File: config.mk
export PLATFORM = sky130hd
export DESIGN_NAME = adcro_readout
export DESIGN_NICKNAME = d
export VERILOG_FILES = /design/src/rtl/adcro_readout.v /design/src/rtl/adcro_sync2.v /design/src/rtl/adcro_osc_div.v
export VERILOG_INCLUDE_DIRS = /design/src /design/src/rtl
export SDC_FILE = /design/constraint.sdc
export NUM_CORES = 1
export LEC_CHECK = 0
export BUFFER_PORTS_ARGS = -buffer_cell sky130_fd_sc_hd__buf_4
export CORE_AREA = 2 2 165 167
export CTS_BUF_LIST = sky130_fd_sc_hd__clkbuf_2
export DETAILED_ROUTE_END_ITERATION = 10
export DIE_AREA = 0 0 167 169
export PLACE_DENSITY = 0.45
export SYNTH_ARGS = -nofsm -noshare
export SYNTH_HDL_FRONTEND = slang
export SYNTH_SLANG_ARGS = --single-unit
File: constraint.sdc
create_clock -name clk_sys -period 6.7 [get_ports clk_sys]
set_input_delay 0.335 -clock clk_sys [delete_from_list [all_inputs] [get_ports clk_sys]]
set_output_delay 0.335 -clock clk_sys [all_outputs]
set_load 0.02 [all_outputs]
File: src/rtl/adcro_defs.vh
// Shared constants for the converter read-out block
`ifndef ADCRO_DEFS_VH
`define ADCRO_DEFS_VH
`define ADCRO_PROTO_SPI_SDR     3'h0
`define ADCRO_PROTO_SPI_DDR     3'h1
`define ADCRO_PROTO_CRT_SDR     3'h2
`define ADCRO_PROTO_CRT_DDR     3'h3
`define ADCRO_PROTO_PB_BIT      2
`define ADCRO_LANES_ONE         2'h0
`define ADCRO_LANES_TWO         2'h1
`define ADCRO_LANES_FOUR        2'h2
`define ADCRO_CRT_SRC_EXT       1'h0
`define ADCRO_CRT_SRC_INT       1'h1
`define ADCRO_FMT_AB            1'h0
`define ADCRO_FMT_AA            1'h1
`define ADCRO_WORD_BITS         16
`define ADCRO_CMD_BITS          16
`define ADCRO_OSC_DIV           8'h04
`define ADCRO_CFG_OPC_WRITE     4'h1
`define ADCRO_CFG_ADDR_PROTO    4'h2
`define ADCRO_CFG_ADDR_BUSW     4'h3
`define ADCRO_CFG_ADDR_CRT      4'h4
`define ADCRO_CFG_ADDR_OWORD    4'h5
`define ADCRO_CFG_PROTO_RST     8'h00
`endif

File: src/rtl/adcro_readout.v
// Converter read-out port: clock re-timer and parallel byte protocols
//
// Functional notes
// - Retimed modes drive data lanes plus an accompanying strobe clock.
// - SDR data changes on strobe rising edges; MSB at first rising edge.
// - Retimer source field picks host serial clock or internal oscillator.
// - In retimed modes, lanes not enabled by lane count stay high impedance; byte modes drive all eight.
// - Protocol field 010b selects retimed SDR, 011b retimed DDR.
// - Retimed SDR uses one, two or four lanes.
// - Retimed DDR uses one, two or four lanes, launching both edges.
// - Overhead is chip-select timing, or select-to-strobe delay internally.
// - Retimed reads deliver converter A's 16-bit word; byte reads deliver both converters' words.
// - Byte modes put each converter's result on all lanes as bytes.
// - Byte modes accept every clock polarity and phase.
// - Byte arrangement follows format field: AB or AA.
// - Byte modes are single data rate only.
// - Protocol field pattern 1xxb selects byte output.
// - Byte word read completes in 3.5 serial clock periods for variants 00/10, 4 for 01/11.
// - Byte variants 00/10 launch at select fall; 01/11 at first clock edge.
// - After reset, configuration uses polarity 0 phase 0 single lane.
`timescale 1ns/100ps
`include "adcro_defs.vh"
module adcro_readout #(
  parameter [7:0] OSC_DIV = `ADCRO_OSC_DIV
) (
  input  wire        clk_sys,
  input  wire        reset,
  input  wire        cs_n_pin,
  input  wire        sclk_pin,
  input  wire        sdi_pin,
  input  wire [15:0] result_a,
  input  wire [15:0] result_b,
  output reg  [7:0]  data_out_lane_a,
  output reg  [7:0]  data_out_lane_a_oe,
  output reg         strobe_out,
  output reg  [2:0]  output_protocol_sel,
  output reg  [1:0]  lane_count_sel,
  output reg         retimer_clock_source_sel,
  output reg         clock_polarity_bit,
  output reg         clock_phase_bit,
  output reg         byte_format_sel,
  output reg         read_busy
);
  localparam [3:0] ST_IDLE = 4'b0001;
  localparam [3:0] ST_RUN  = 4'b0010;
  localparam [3:0] ST_DONE = 4'b0100;
  localparam [3:0] ST_CFG  = 4'b1000;

  wire cs_n_s;
  wire sclk_s;
  wire sdi_s;
  wire osc_tick;
  reg  sclk_d_reg;
  reg  cs_n_d_reg;
  reg  [3:0]  state_reg;
  reg  [31:0] shift_reg;
  reg  [5:0]  bit_cnt_reg;
  reg  [15:0] cmd_reg;
  reg  [4:0]  cmd_cnt_reg;
  reg         strobe_reg;
  reg         first_reg;
  reg  [2:0]  lanes;
  reg  [5:0]  total_bits;
  reg         is_crt;
  reg         is_pb;
  reg         ext_src;
  reg         rise_ev;
  reg         fall_ev;
  reg         shift_ev;
  reg         sample_ev;
  reg  [7:0]  oe_next;
  reg  [31:0] pb_word;
  wire        cs_fall = cs_n_d_reg & ~cs_n_s;
  wire        cs_rise = ~cs_n_d_reg & cs_n_s;
  wire        sclk_rise = ~sclk_d_reg & sclk_s;
  wire        sclk_fall = sclk_d_reg & ~sclk_s;

  adcro_sync2 u_sync_cs (
    .clk_sys  (clk_sys),
    .reset    (reset),
    .pin_in   (cs_n_pin),
    .pin_sync (cs_n_s)
  );

  adcro_sync2 u_sync_sclk (
    .clk_sys  (clk_sys),
    .reset    (reset),
    .pin_in   (sclk_pin),
    .pin_sync (sclk_s)
  );

  adcro_sync2 u_sync_sdi (
    .clk_sys  (clk_sys),
    .reset    (reset),
    .pin_in   (sdi_pin),
    .pin_sync (sdi_s)
  );

  adcro_osc_div #(.DIV(OSC_DIV)) u_osc (
    .clk_sys (clk_sys),
    .reset   (reset),
    .run     (is_crt && !ext_src && state_reg == ST_RUN),
    .tick    (osc_tick)
  );

  always @* begin
    pb_word = pb_pack(result_a, result_b, byte_format_sel);
    // retimed single and double rate codes
    is_crt  = output_protocol_sel == `ADCRO_PROTO_CRT_SDR ||
              output_protocol_sel == `ADCRO_PROTO_CRT_DDR;
    is_pb   = output_protocol_sel[`ADCRO_PROTO_PB_BIT];
    ext_src = retimer_clock_source_sel == `ADCRO_CRT_SRC_EXT;
    case (lane_count_sel)
      `ADCRO_LANES_TWO:  lanes = 3'd2;
      `ADCRO_LANES_FOUR: lanes = 3'd4;
      default:           lanes = 3'd1;
    endcase
    // two words on all lanes in byte mode
    total_bits = is_pb ? 6'd32 : 6'd16;
    // external strobe assumes serial clock idles low
    rise_ev = 1'b0;
    fall_ev = 1'b0;
    if (is_crt) begin
      if (ext_src) begin
        rise_ev = sclk_rise;
        fall_ev = sclk_fall;
      end else begin
        rise_ev = osc_tick & ~strobe_reg;
        fall_ev = osc_tick & strobe_reg;
      end
    end
    // launch edges; DDR also on falling
    shift_ev  = 1'b0;
    sample_ev = 1'b0;
    if (is_crt) begin
      shift_ev = rise_ev ||
                 (output_protocol_sel == `ADCRO_PROTO_CRT_DDR && fall_ev);
    end else if (is_pb) begin
      // launch edge from polarity and phase, single rate
      if (clock_polarity_bit ^ clock_phase_bit)
        shift_ev = sclk_rise;
      else
        shift_ev = sclk_fall;
      sample_ev = shift_ev;
    end
    oe_next = 8'h00;
    if (is_pb)
      oe_next = 8'hff;
    else if (is_crt) begin
      case (lanes)
        3'd2:    oe_next = 8'h03;
        3'd4:    oe_next = 8'h0f;
        default: oe_next = 8'h01;
      endcase
    end
  end

  function [31:0] pb_pack;
    input [15:0] a;
    input [15:0] b;
    input        fmt;
    begin
      if (fmt == `ADCRO_FMT_AA)
        pb_pack = {a, b};
      else
        pb_pack = {a[15:8], b[15:8], a[7:0], b[7:0]};
    end
  endfunction

  always @(posedge clk_sys) begin
    if (reset) begin
      sclk_d_reg  <= 1'b0;
      // Matches synchroniser reset level: no false select fall
      cs_n_d_reg  <= 1'b0;
      state_reg   <= ST_IDLE;
      shift_reg   <= 32'h0000_0000;
      bit_cnt_reg <= 6'h00;
      cmd_reg     <= 16'h0000;
      cmd_cnt_reg <= 5'h00;
      strobe_reg  <= 1'b0;
      first_reg   <= 1'b0;
      strobe_out  <= 1'b0;
      read_busy   <= 1'b0;
      data_out_lane_a    <= 8'h00;
      data_out_lane_a_oe <= 8'h00;
      // reset to single lane, polarity 0 phase 0
      output_protocol_sel      <= `ADCRO_PROTO_SPI_SDR;
      lane_count_sel           <= `ADCRO_LANES_ONE;
      retimer_clock_source_sel <= `ADCRO_CRT_SRC_EXT;
      clock_polarity_bit       <= 1'b0;
      clock_phase_bit          <= 1'b0;
      byte_format_sel          <= `ADCRO_FMT_AB;
    end else begin
      sclk_d_reg <= sclk_s;
      cs_n_d_reg <= cs_n_s;
      case (state_reg)
        ST_IDLE: begin
          if (cs_fall) begin
            read_busy   <= 1'b1;
            bit_cnt_reg <= 6'h00;
            cmd_cnt_reg <= 5'h00;
            first_reg   <= 1'b1;
            if (is_crt || is_pb) begin
              shift_reg <= is_pb ? pb_word : {result_a, 16'h0000};
              data_out_lane_a_oe <= oe_next;
              state_reg <= ST_RUN;
              // variants 00/10 launch first byte at select fall
              if (is_pb && !clock_phase_bit) begin
                data_out_lane_a <= pb_word[`ADCRO_WORD_BITS*2-1 -: 8];
                shift_reg       <= {pb_word[`ADCRO_WORD_BITS*2-9:0], 8'h00};
                bit_cnt_reg <= 6'd8;
                first_reg   <= 1'b0;
              end
            end else begin
              // other modes take a configuration frame
              state_reg <= ST_CFG;
            end
          end
        end
        ST_RUN: begin
          if (rise_ev)
            strobe_reg <= 1'b1;
          else if (fall_ev)
            strobe_reg <= 1'b0;
          strobe_out <= is_crt ? (rise_ev | (strobe_reg & ~fall_ev)) : 1'b0;
          // variants 01/11 launch at first clock edge
          if (shift_ev && bit_cnt_reg < total_bits) begin
            if (is_pb) begin
              data_out_lane_a <= shift_reg[31:24];
              shift_reg       <= {shift_reg[23:0], 8'h00};
              bit_cnt_reg     <= bit_cnt_reg + 6'd8;
            end else begin
              case (lanes)
                3'd2: data_out_lane_a <= {6'h00, shift_reg[31:30]};
                3'd4: data_out_lane_a <= {4'h0, shift_reg[31:28]};
                default: data_out_lane_a <= {7'h00, shift_reg[31]};
              endcase
              shift_reg   <= shift_reg << lanes;
              bit_cnt_reg <= bit_cnt_reg + {3'h0, lanes};
            end
            first_reg <= 1'b0;
          end
          // internal source stops itself after the word
          // Double rate ends low after its last launch: no extra pulse
          if (is_crt && !ext_src && bit_cnt_reg >= total_bits &&
              (fall_ev || output_protocol_sel == `ADCRO_PROTO_CRT_DDR))
            state_reg <= ST_DONE;
          if (cs_rise) begin
            state_reg          <= ST_IDLE;
            data_out_lane_a_oe <= 8'h00;
            strobe_out         <= 1'b0;
            strobe_reg         <= 1'b0;
            read_busy          <= 1'b0;
          end
        end
        ST_DONE: begin
          strobe_out <= 1'b0;
          strobe_reg <= 1'b0;
          if (cs_rise) begin
            state_reg          <= ST_IDLE;
            data_out_lane_a_oe <= 8'h00;
            read_busy          <= 1'b0;
          end
        end
        ST_CFG: begin
          // frame captured on rising serial clock
          if (sclk_rise && cmd_cnt_reg < 5'd`ADCRO_CMD_BITS) begin
            cmd_reg     <= {cmd_reg[14:0], sdi_s};
            cmd_cnt_reg <= cmd_cnt_reg + 5'h01;
          end
          if (cs_rise) begin
            state_reg <= ST_IDLE;
            read_busy <= 1'b0;
            if (cmd_cnt_reg == 5'd`ADCRO_CMD_BITS &&
                cmd_reg[15:12] == `ADCRO_CFG_OPC_WRITE) begin
              case (cmd_reg[11:8])
                `ADCRO_CFG_ADDR_PROTO: begin
                  clock_polarity_bit  <= cmd_reg[0];
                  clock_phase_bit     <= cmd_reg[1];
                  output_protocol_sel <= cmd_reg[4:2];
                end
                `ADCRO_CFG_ADDR_BUSW:  lane_count_sel <= cmd_reg[1:0];
                `ADCRO_CFG_ADDR_CRT:   retimer_clock_source_sel <= cmd_reg[0];
                `ADCRO_CFG_ADDR_OWORD: byte_format_sel <= cmd_reg[0];
                default: cmd_reg <= cmd_reg;
              endcase
            end
          end
        end
        default: state_reg <= ST_IDLE;
      endcase
    end
  end
endmodule // adcro_readout

File: src/rtl/adcro_sync2.v
// Two-stage synchroniser for one pin input
`timescale 1ns/100ps
module adcro_sync2 (
  input  wire clk_sys,
  input  wire reset,
  input  wire pin_in,
  output reg  pin_sync
);
  reg meta_reg;

  always @(posedge clk_sys) begin
    if (reset) begin
      meta_reg <= 1'b0;
      pin_sync <= 1'b0;
    end else begin
      meta_reg <= pin_in;
      pin_sync <= meta_reg;
    end
  end
endmodule // adcro_sync2

File: src/rtl/adcro_osc_div.v
// Internal strobe oscillator: one-cycle enable pulses from a divider
`timescale 1ns/100ps
`include "adcro_defs.vh"
module adcro_osc_div #(
  parameter [7:0] DIV = `ADCRO_OSC_DIV
) (
  input  wire clk_sys,
  input  wire reset,
  input  wire run,
  output reg  tick
);
  reg [7:0] cnt_reg;

  always @(posedge clk_sys) begin
    if (reset || !run) begin
      cnt_reg <= 8'h00;
      tick    <= 1'b0;
    end else if (cnt_reg == DIV - 8'h01) begin
      cnt_reg <= 8'h00;
      tick    <= 1'b1;
    end else begin
      cnt_reg <= cnt_reg + 8'h01;
      tick    <= 1'b0;
    end
  end
endmodule // adcro_osc_div

-- Word-level counts from Yosys, hierarchy flattened
Index checks and enable logic that the tools add are counted.
- input bits: 37
- register bits after elaboration: 108
- output and inout bits: 27
- add/subtract/negate cells: 4
- bitwise operators: 15
- equal/unequal tests: 28
- shifts and indexed selects: 1
- order comparisons: 3
- reduce and logical (&&, ||, !) cells: 39
- mux-type cells: 61
- operators by type and width (kind ; number):
    two-way mux 32 bit ; 5
    two-way mux 8 bit ; 9
    two-way mux 16 bit ; 4
    one-hot mux 32 bit (2 select lines) ; 1
    two-way mux 24 bit ; 2
    two-way mux 4 bit ; 8
    one-hot mux 8 bit (2 select lines) ; 2
    left shift 32 x 3 -> 32 bit ; 1
    two-way mux 6 bit ; 4
    AND reduction 4 bit ; 6
    one-hot mux 4 bit (2 select lines) ; 2
    two-way mux 1 bit ; 15
    equality test 4 x 2 -> 1 bit (second input constant) ; 3
    equality test 4 x 3 -> 1 bit (second input constant) ; 3
    one-hot mux 4 bit (3 select lines) ; 1
    one-hot mux 6 bit (2 select lines) ; 1
    AND reduction 3 bit ; 4
    two-way mux 5 bit ; 2
    one-hot mux 5 bit (2 select lines) ; 1
    nonzero test 2 bit ; 5
    equality test 3 x 2 -> 1 bit (second input constant) ; 3
    logical AND 1 bit ; 9
    adder 8 x 1 -> 8 bit (second input constant) ; 1
    equality test 4 x 1 -> 1 bit (second input constant) ; 2
    other kinds (30) ; 57

-- Depth between registers and ports, before layout
Gate-level depths: netlist (run 1).
- depth in word-level cells: 10
- depth in mapped cells: 11
- mapped depth without buffers: 9

-- Hierarchy
From an unflattened synthesis (run 1), not the netlist that was laid out.
- cells, all modules: 786
- area, all modules: 6571.3 um2
- modules (own cells, without submodules) (module ; sequential area each (um2) ; cells each ; area each (um2) ; times used):
    adcro_readout ; 1781.7 ; 733 ; 6037.0 ; 1
    adcro_osc_div ; 180.2 ; 41 ; 376.6 ; 1
    adcro_sync2 ; 40.0 ; 4 ; 52.6 ; 3

-- Worst setup path after synthesis (run 1)
OpenSTA, ideal clock, no wires.
- path type: register to register
- start point: register output_protocol_sel[2]
- end point: register data_out_lane_a[0]
- path slack: 3984 ps
- arrival: 2642 ps
- data required time: 6626 ps
- stages on the path, launching flop included: 10
- path through: dfxtp_1 clkbuf_1 clkinv_1 clkbuf_1 ha_1 a21oi_1 nand2_1 o21ba_2 or4_1 o21ai_0
- cells in the longest elaborated chain, start to end: 9
- elaborated cells between the ends (all ways): 21
- those cells by class: order compare (1); eq/ne (5); mux (8); reduce/logical (7)
- ends and longest elaborated chain (element ; line ; text):
    start, declared ; adcro_readout.v:36 ; output reg [2:0] output_protocol_sel,
    start signal, assigned ; adcro_readout.v:187 ; output_protocol_sel <= `ADCRO_PROTO_SPI_SDR;
    start signal, assigned ; adcro_readout.v:280 ; output_protocol_sel <= cmd_reg[4:2];
    branches (longest 9 deep; another with less-than comparator 6 bit) ; n/a ;
    end signal, assigned ; adcro_readout.v:229 ; data_out_lane_a <= shift_reg[31:24];
    end signal, assigned ; adcro_readout.v:234 ; 3'd2: data_out_lane_a <= {6'h00, shift_reg[31:30]};
    end signal, assigned ; adcro_readout.v:235 ; 3'd4: data_out_lane_a <= {4'h0, shift_reg[31:28]};
    end, declared ; adcro_readout.v:33 ; output reg [7:0] data_out_lane_a,
Several ways; the timed one is not identified. The select of a mux whose other input is x is not followed.
A chain may end at the register's enable or synchronous reset.

-- Final worst setup path (run 1)
- start point: register output_protocol_sel[2]
- end point: register data_out_lane_a[4]
The elaborated chain is that of the path after synthesis.

==> summary.txt, run 1 <==
status: completed
CTS tree: yes
Total GRT Usage: 0.147
RSZ-0062 raised after global routing: false
Final Cycle Share: 0.587
number of flops mapped to enable cells by yosys: 0
Sink Count: 104
CTS buffer count: 9
fraction of final layout cells sized beyond drive strength 1: 0.156
# IOs: 64
largest net degree at the start of global routing: 76
Worst path slowest cell: clkinv_1
synthesis warning total: 0
die area: 28,200 sq um
share of flip-flops with an asynchronous set or reset: 0
Worst-Skew Late Latency: 0.63 ns
Syn-to-layout area delta: 14.4%
CP cell instances: buf_4 -> clkinv_1 -> ha_1 -> a21oi_1 -> nand2_1 -> o21ba_2 -> nor2_1 -> a311oi_1 -> dlygate4sd3_1
time the worst path needs with I/O delays and setup: 3.93 ns
Final Hold Fails: 0
Max clock buf depth: 2
Leakage: 2.71 nW
Setup Crit Path Kind: reg -> reg
CP Capture Type: flip-flop
Util after Layout: 0.283
drt drc: 0
Worst Hold Class: in -> reg
Max H-tree Level: 3
number of global-route vias before repair: 5,739
Routed Antenna Nets: 0
syn avg cell area: 8.32 sq um
initial drt markers: 378
Slew Limit Fails: 0
TritonRoute pass-1 iters: 5
clk_skew: 0.0249 ns
Initial Util: 0.247
synth unique cells: 67
post-synthesis register bit count: 104
overall power: 1.03 mW
Vias: 5,857
WL final: 20.7 mm
Worst path max stage delay: 0.68 ns
Crit path max-delay family: buffers and inverters
sequential share of the synthesized area: 0.318
crit path buf inv count: 3
global-route wire length before repair: 33.3 mm
CTS resizes: 0
CP startpoint kind: flip-flop
final net count: 872
HPWL after DPL: 14.5 mm
row count: 60
highest net fanout along the worst path: 49
Post-Syn Instances: 787
Mapped Area: 6550 sq um
Clock Pin Slew Worst Setup and Hold Paths: 0.33 ns
initial antenna violation count: 1
Final GP Congestion: 0.783
Max Freq: 254 MHz
Slew @ Worst Pin: 0.928 ns
Worst Path Required: 7.27 ns
Pwr Density: 138 nW/um^2
gr ovfl total: 0
overall die height: 169 um
Mapped Nets: 837
root buf cell: clkbuf_2
final setup violation count: 0
DR vias/cell: 5.01
core area: 26,500 sq um
Setup TNS: 0 ns
Max VDD drop: 60.0 uV
routed length per instance: 17.7 um
R2R setup slack: 2.77 ns
Rel. slew slack: 0.381
Port-buffer cells: 63
Arr. time, crit path: 4.51 ns
max_cap viols: 0
die width: 167 um
Synth Flop Type: dfxtp_1
number of flip-flops in the largest register: 32
-- per-stage QoR --
step / cells / hold slack, ns / worst slack, ns / cell area [sq um]
floorplan: 787 / 0.414 / 3.98 / 6550
finish: 1169 / 0.0527 / 2.77 / 7490
detailed placement: 1138 / 0.427 / 3.08 / 7240
global route: 1169 / 0.00467 / 2.48 / 7490
global placement: 1138 / 0.419 / 3.09 / 7240
CTS: 1168 / 0.00584 / 2.80 / 7490
-- synthesized netlist by cell type, types with 9 or more instances --
library cell,number,area share
a211oi_1,23,0.026
a21oi_1,68,0.052
a22oi_1,11,0.013
a311oi_1,9,0.012
and3_1,15,0.014
buf_2,18,0.014
clkbuf_1,37,0.021
dfxtp_1,104,0.32
ha_1,12,0.023
inv_1,16,0.0092
mux2_2,10,0.017
mux2i_1,98,0.15
nand2_1,90,0.052
nand3_1,15,0.011
nor2_1,60,0.034
nor2b_1,20,0.019
nor3_1,27,0.021
o21ai_0,25,0.019
-- logic make-up after synthesis --
logic type,Yosys count,synth area share
muxes,110,0.174
buffers and inverters,82,0.0566
and+or+nand+nor,270,0.212
xor gates and xnor gates,15,0.0201
DFF,104,0.318
adders and majority gates,13,0.0260
AOI/OAI and AO/OA,193,0.193
-- final timing paths --
check,startpoint,endpoint,cells after the start
worst max register to register,output_protocol_sel[2],data_out_lane_a[4],9
worst max-delay path,output_protocol_sel[2],data_out_lane_a[4],9
worst min-delay path,result_b[3],shift_reg[3],3
worst min register to register,u_sync_sdi.meta_reg,u_sync_sdi.pin_sync,1
-- layout by cell type (no fill, tap or decap), types with 7 or more instances in the layout --
| master | synthesis | routed |
|---|---|---|
| mux2i_1 | 98 | 98 |
| nand2_1 | 90 | 90 |
| o21ai_0 | 25 | 25 |
| nor2b_1 | 20 | 20 |
| dfxtp_1 | 104 | 103 |
| nor3_1 | 27 | 26 |
| xor2_1 | 7 | 7 |
| xnor2_1 | 8 | 8 |
| mux2_2 | 10 | 10 |
| a22oi_1 | 11 | 11 |
| o22ai_1 | 8 | 8 |
| buf_4 | 6 | 75 |
| a2111oi_0 | 8 | 8 |
| nor2_1 | 60 | 60 |
| inv_1 | 16 | 16 |
| a21oi_1 | 68 | 68 |
| clkbuf_2 | 0 | 9 |
| a311oi_1 | 9 | 9 |
| dlygate4sd3_1 | 0 | 14 |
| a211oi_1 | 23 | 23 |
| nand3_1 | 15 | 15 |
| and3_1 | 15 | 15 |
| ha_1 | 12 | 10 |
-- metal layers --
metal	up-vias	wire, um	track usage
li1	2939	-	-
met5	-	0	0
met3	8	616	0.0187
met2	95	9420	0.235
met4	0	133	0.0296
met1	2815	10600	0.212
-- report_power, final --
part	leakage [nW]	internal [mW]	total, mW	switching, mW
combinational	1.80	0.0396	0.0957	0.0562
sequential	0.840	0.627	0.632	0.00482
clock	0.0684	0.0589	0.307	0.248
total	2.71	0.725	1.03	0.309
-- tightest hold or removal path: cells and delay by family --
kind / cells / cell delay, ns
buffers and inverters: 1 / 0.11
AOI/OAI and AO/OA: 2 / 0.25
-- cell type report --
class,count,area (sq um)
fillers,2940,19000
multi-input cells,601,4100
flip-flops and latches,104,2080
repair buffers,89,703
well taps,341,427
inverters,17,63.8
clock inverters,7,61.3
clock buffers,9,45.0
diodes,1,2.50
-- repair_timing --
action	in CTS	in global routing
hold buffers	14	0
setup buffers	0	0
endpoints found under the hold margin	25	0
(Power assumes the default switching activity.)
==> run 2: changes to the inputs <==
- clock period: 6.7 -> 4.05 ns (I/O delays scaled with it)
==> summary.txt, run 2 (same netlist as run 1, synthesis figures left out) <==
Crit path max-delay family: adder cells
Vias: 5,931 (+1.3%)
met1 Resource Use GR: 0.205 (-0.00685)
P_int: 1.25 mW (+73%)
initial drt markers: 412 (+9.0%)
Clock Pin Slew Worst Setup and Hold Paths: 0.30 ns (-0.03 ns)
dpl ws: 1.21 ns (-1.87 ns)
# hold bufs at CTS: 17 (+3)
global-route wire length before repair: 33.1 mm (-0.35%)
final net count: 878 (+0.69%)
status: completed
Leakage: 2.73 nW (+0.85%)
Max H-tree Level: 3 (unchanged)
Total GRT Usage: 0.146 (-0.000355)
postcts setup bufs: 0 (unchanged)
fill count: 2,902 (-1.3%)
worst hold slack: 0.0688 ns (+0.0160 ns)
CP startpoint kind: flip-flop
Setup Crit Path Kind: reg -> reg
CTS buffer count: 9 (unchanged)
met2 Usage GRT: 0.239 (+0.00465)
Reg power frac: 0.602 (-0.008)
Psw: 0.480 mW (+55%)
CP cell instances: inv_1 -> ha_2 -> mux2i_1 -> o21ai_0 -> and3_1 -> a2111oi_0 -> mux2_2
Initial Util: 0.247 (unchanged)
Worst path max stage delay: 0.90 ns (+0.22 ns)
overall die height: 169 um (unchanged)
die area: 28,200 sq um (unchanged)
register area: 2080 sq um (unchanged)
Worst path slowest cell: ha_2
time the worst path needs with I/O delays and setup: 2.85 ns (-1.08 ns)
Final Cycle Share: 0.705 (+0.117)
final setup violation count: 0 (unchanged)
Slew Limit Fails: 0 (unchanged)
Pwr Density: 230 nW/um^2 (+66%)
Final Hold Fails: 0 (unchanged)
DR vias/cell: 5.05 (+0.75%)
Max VDD drop: 120 uV (+100%)
worst hold start: reset
multi-input logic area: 4100 sq um (unchanged)
number of global-route vias before repair: 5,730 (-0.16%)
Routed Antenna Nets: 0 (unchanged)
fin worst setup slack: 1.20 ns (-1.57 ns)
most frequent cells in the layout: dfxtp_1, mux2i_1, nand2_1
commonest non-fill, non-tap cell in the layout: dfxtp_1
largest net degree at the start of global routing: 55 (-28%)
core area: 26,500 sq um (unchanged)
met3 usage: 0.0238 (+0.00514)
Slew @ Worst Pin: 0.861 ns (-0.0673 ns)
crit path launch: lane_count_sel[0]
Max Freq: 350 MHz (+38%)
root buf cell: clkbuf_2
Worst Path Required: 4.66 ns (-2.61 ns)
Rel. slew slack: 0.426 (+0.0449)
WL final: 20.8 mm (+0.13%)
initial antenna violation count: 1 (unchanged)
drt drc: 0 (unchanged)
Final GP Congestion: 0.799 (+2.1%)
die width: 167 um (unchanged)
GR peak layer: met2
CTS tree: yes
gr ovfl total: 0 (unchanged)
Arr. time, crit path: 3.46 ns (-1.05 ns)
CTS resizes: 0 (unchanged)
Worst-Skew Late Latency: 0.63 ns (about the same)
Port-buffer cells: 63 (unchanged)
Worst Hold Class: in -> reg
routed length per instance: 17.7 um (-0.38%)
number of flip-flops in the largest register: 32 (unchanged)
TritonRoute pass-1 iters: 5 (unchanged)
FF-to-FF Start: lane_count_sel[0]
fraction of final layout cells sized beyond drive strength 1: 0.158 (+0.00248)
Sink Count: 104 (unchanged)
Syn-to-layout area delta: 15.4%
Setup TNS: 0 ns (unchanged)
# IOs: 64 (unchanged)
RSZ-0062 raised after global routing: false
highest net fanout along the worst path: 34 (-31%)
Logic pwr share: 0.094 (about the same)
HPWL after DPL: 14.7 mm (+1.3%)
max_cap viols: 0 (unchanged)
Max clock buf depth: 2 (unchanged)
crit path buf inv count: 1 (-2)
Clock Power Share: 0.304 (+0.007)
CP Capture Type: flip-flop
Switching Fraction: 0.277 (-0.0223)
clk_skew: 0.0391 ns (+0.0142 ns)
row count: 60 (unchanged)
[run 2: cell types whose count changed in the layout (fill, tap and decap cells not counted), sizes merged]
cell and change:
buf +3, bufinv +1, clkbuf +1, clkinv -1, clkinvlp +1, dlygate4sd3 +3
inv -2
[run 2: power by group through the flow]
| stage | combinational [mW] | sequential (mW) | clock [mW] |
|---|---|---|---|
| 2_1_floorplan | 0.0805 | 1.06 | 0 |
| 3_3_place_gp | 0.152 | 1.06 | 0 |
| 3_5_place_dp | 0.151 | 1.06 | 0 |
| 4_1_cts | 0.165 | 1.04 | 0.566 |
| 5_1_grt | 0.179 | 1.05 | 0.592 |
| 6_report | 0.164 | 1.04 | 0.526 |
[run 2: per-stage QoR]
step	utilization	power, mW	instance area [sq um]	instances
6_report	0.285	1.73	7550	1175
5_1_grt	0.285	1.82	7550	1175
3_5_place_dp	0.274	1.21	7260	1141
4_1_cts	0.285	1.78	7550	1174
3_3_place_gp	0.274	1.21	7260	1141
2_1_floorplan	-	1.14	6550	787
[run 2: worst paths after layout]
check	endpoint	slack (ns)	cells after the start
max	shift_reg[20]	1.20	7
min	data_out_lane_a[5]	0.07	2
max reg2reg	shift_reg[20]	1.20	7
min reg2reg	cmd_reg[0]	0.46	2
[run 2: routing by layer]
metal,wire length (um),vias up
met5,0,-
met4,152,0
met3,808,10
met2,9560,124
met1,10300,2846
li1,-,2951
[run 2: worst reg2reg max path, cell delays in order, from the launching register on]
cell and delay (ns):
dfxtp_1 0.45, inv_1 0.08, ha_2 0.90, mux2i_1 0.38
o21ai_0 0.11, and3_1 0.19, a2111oi_0 0.52, mux2_2 0.25
[run 2: final cells by class]
cell class | count | share of cell area
antenna | 1 | 0.000331
clock buffer | 10 | 0.00663
clock inverter | 6 | 0.00895
inverter | 17 | 0.00845
multi-input combinational | 601 | 0.543
sequential | 104 | 0.276
tap | 341 | 0.0565
timing repair buffer | 95 | 0.100
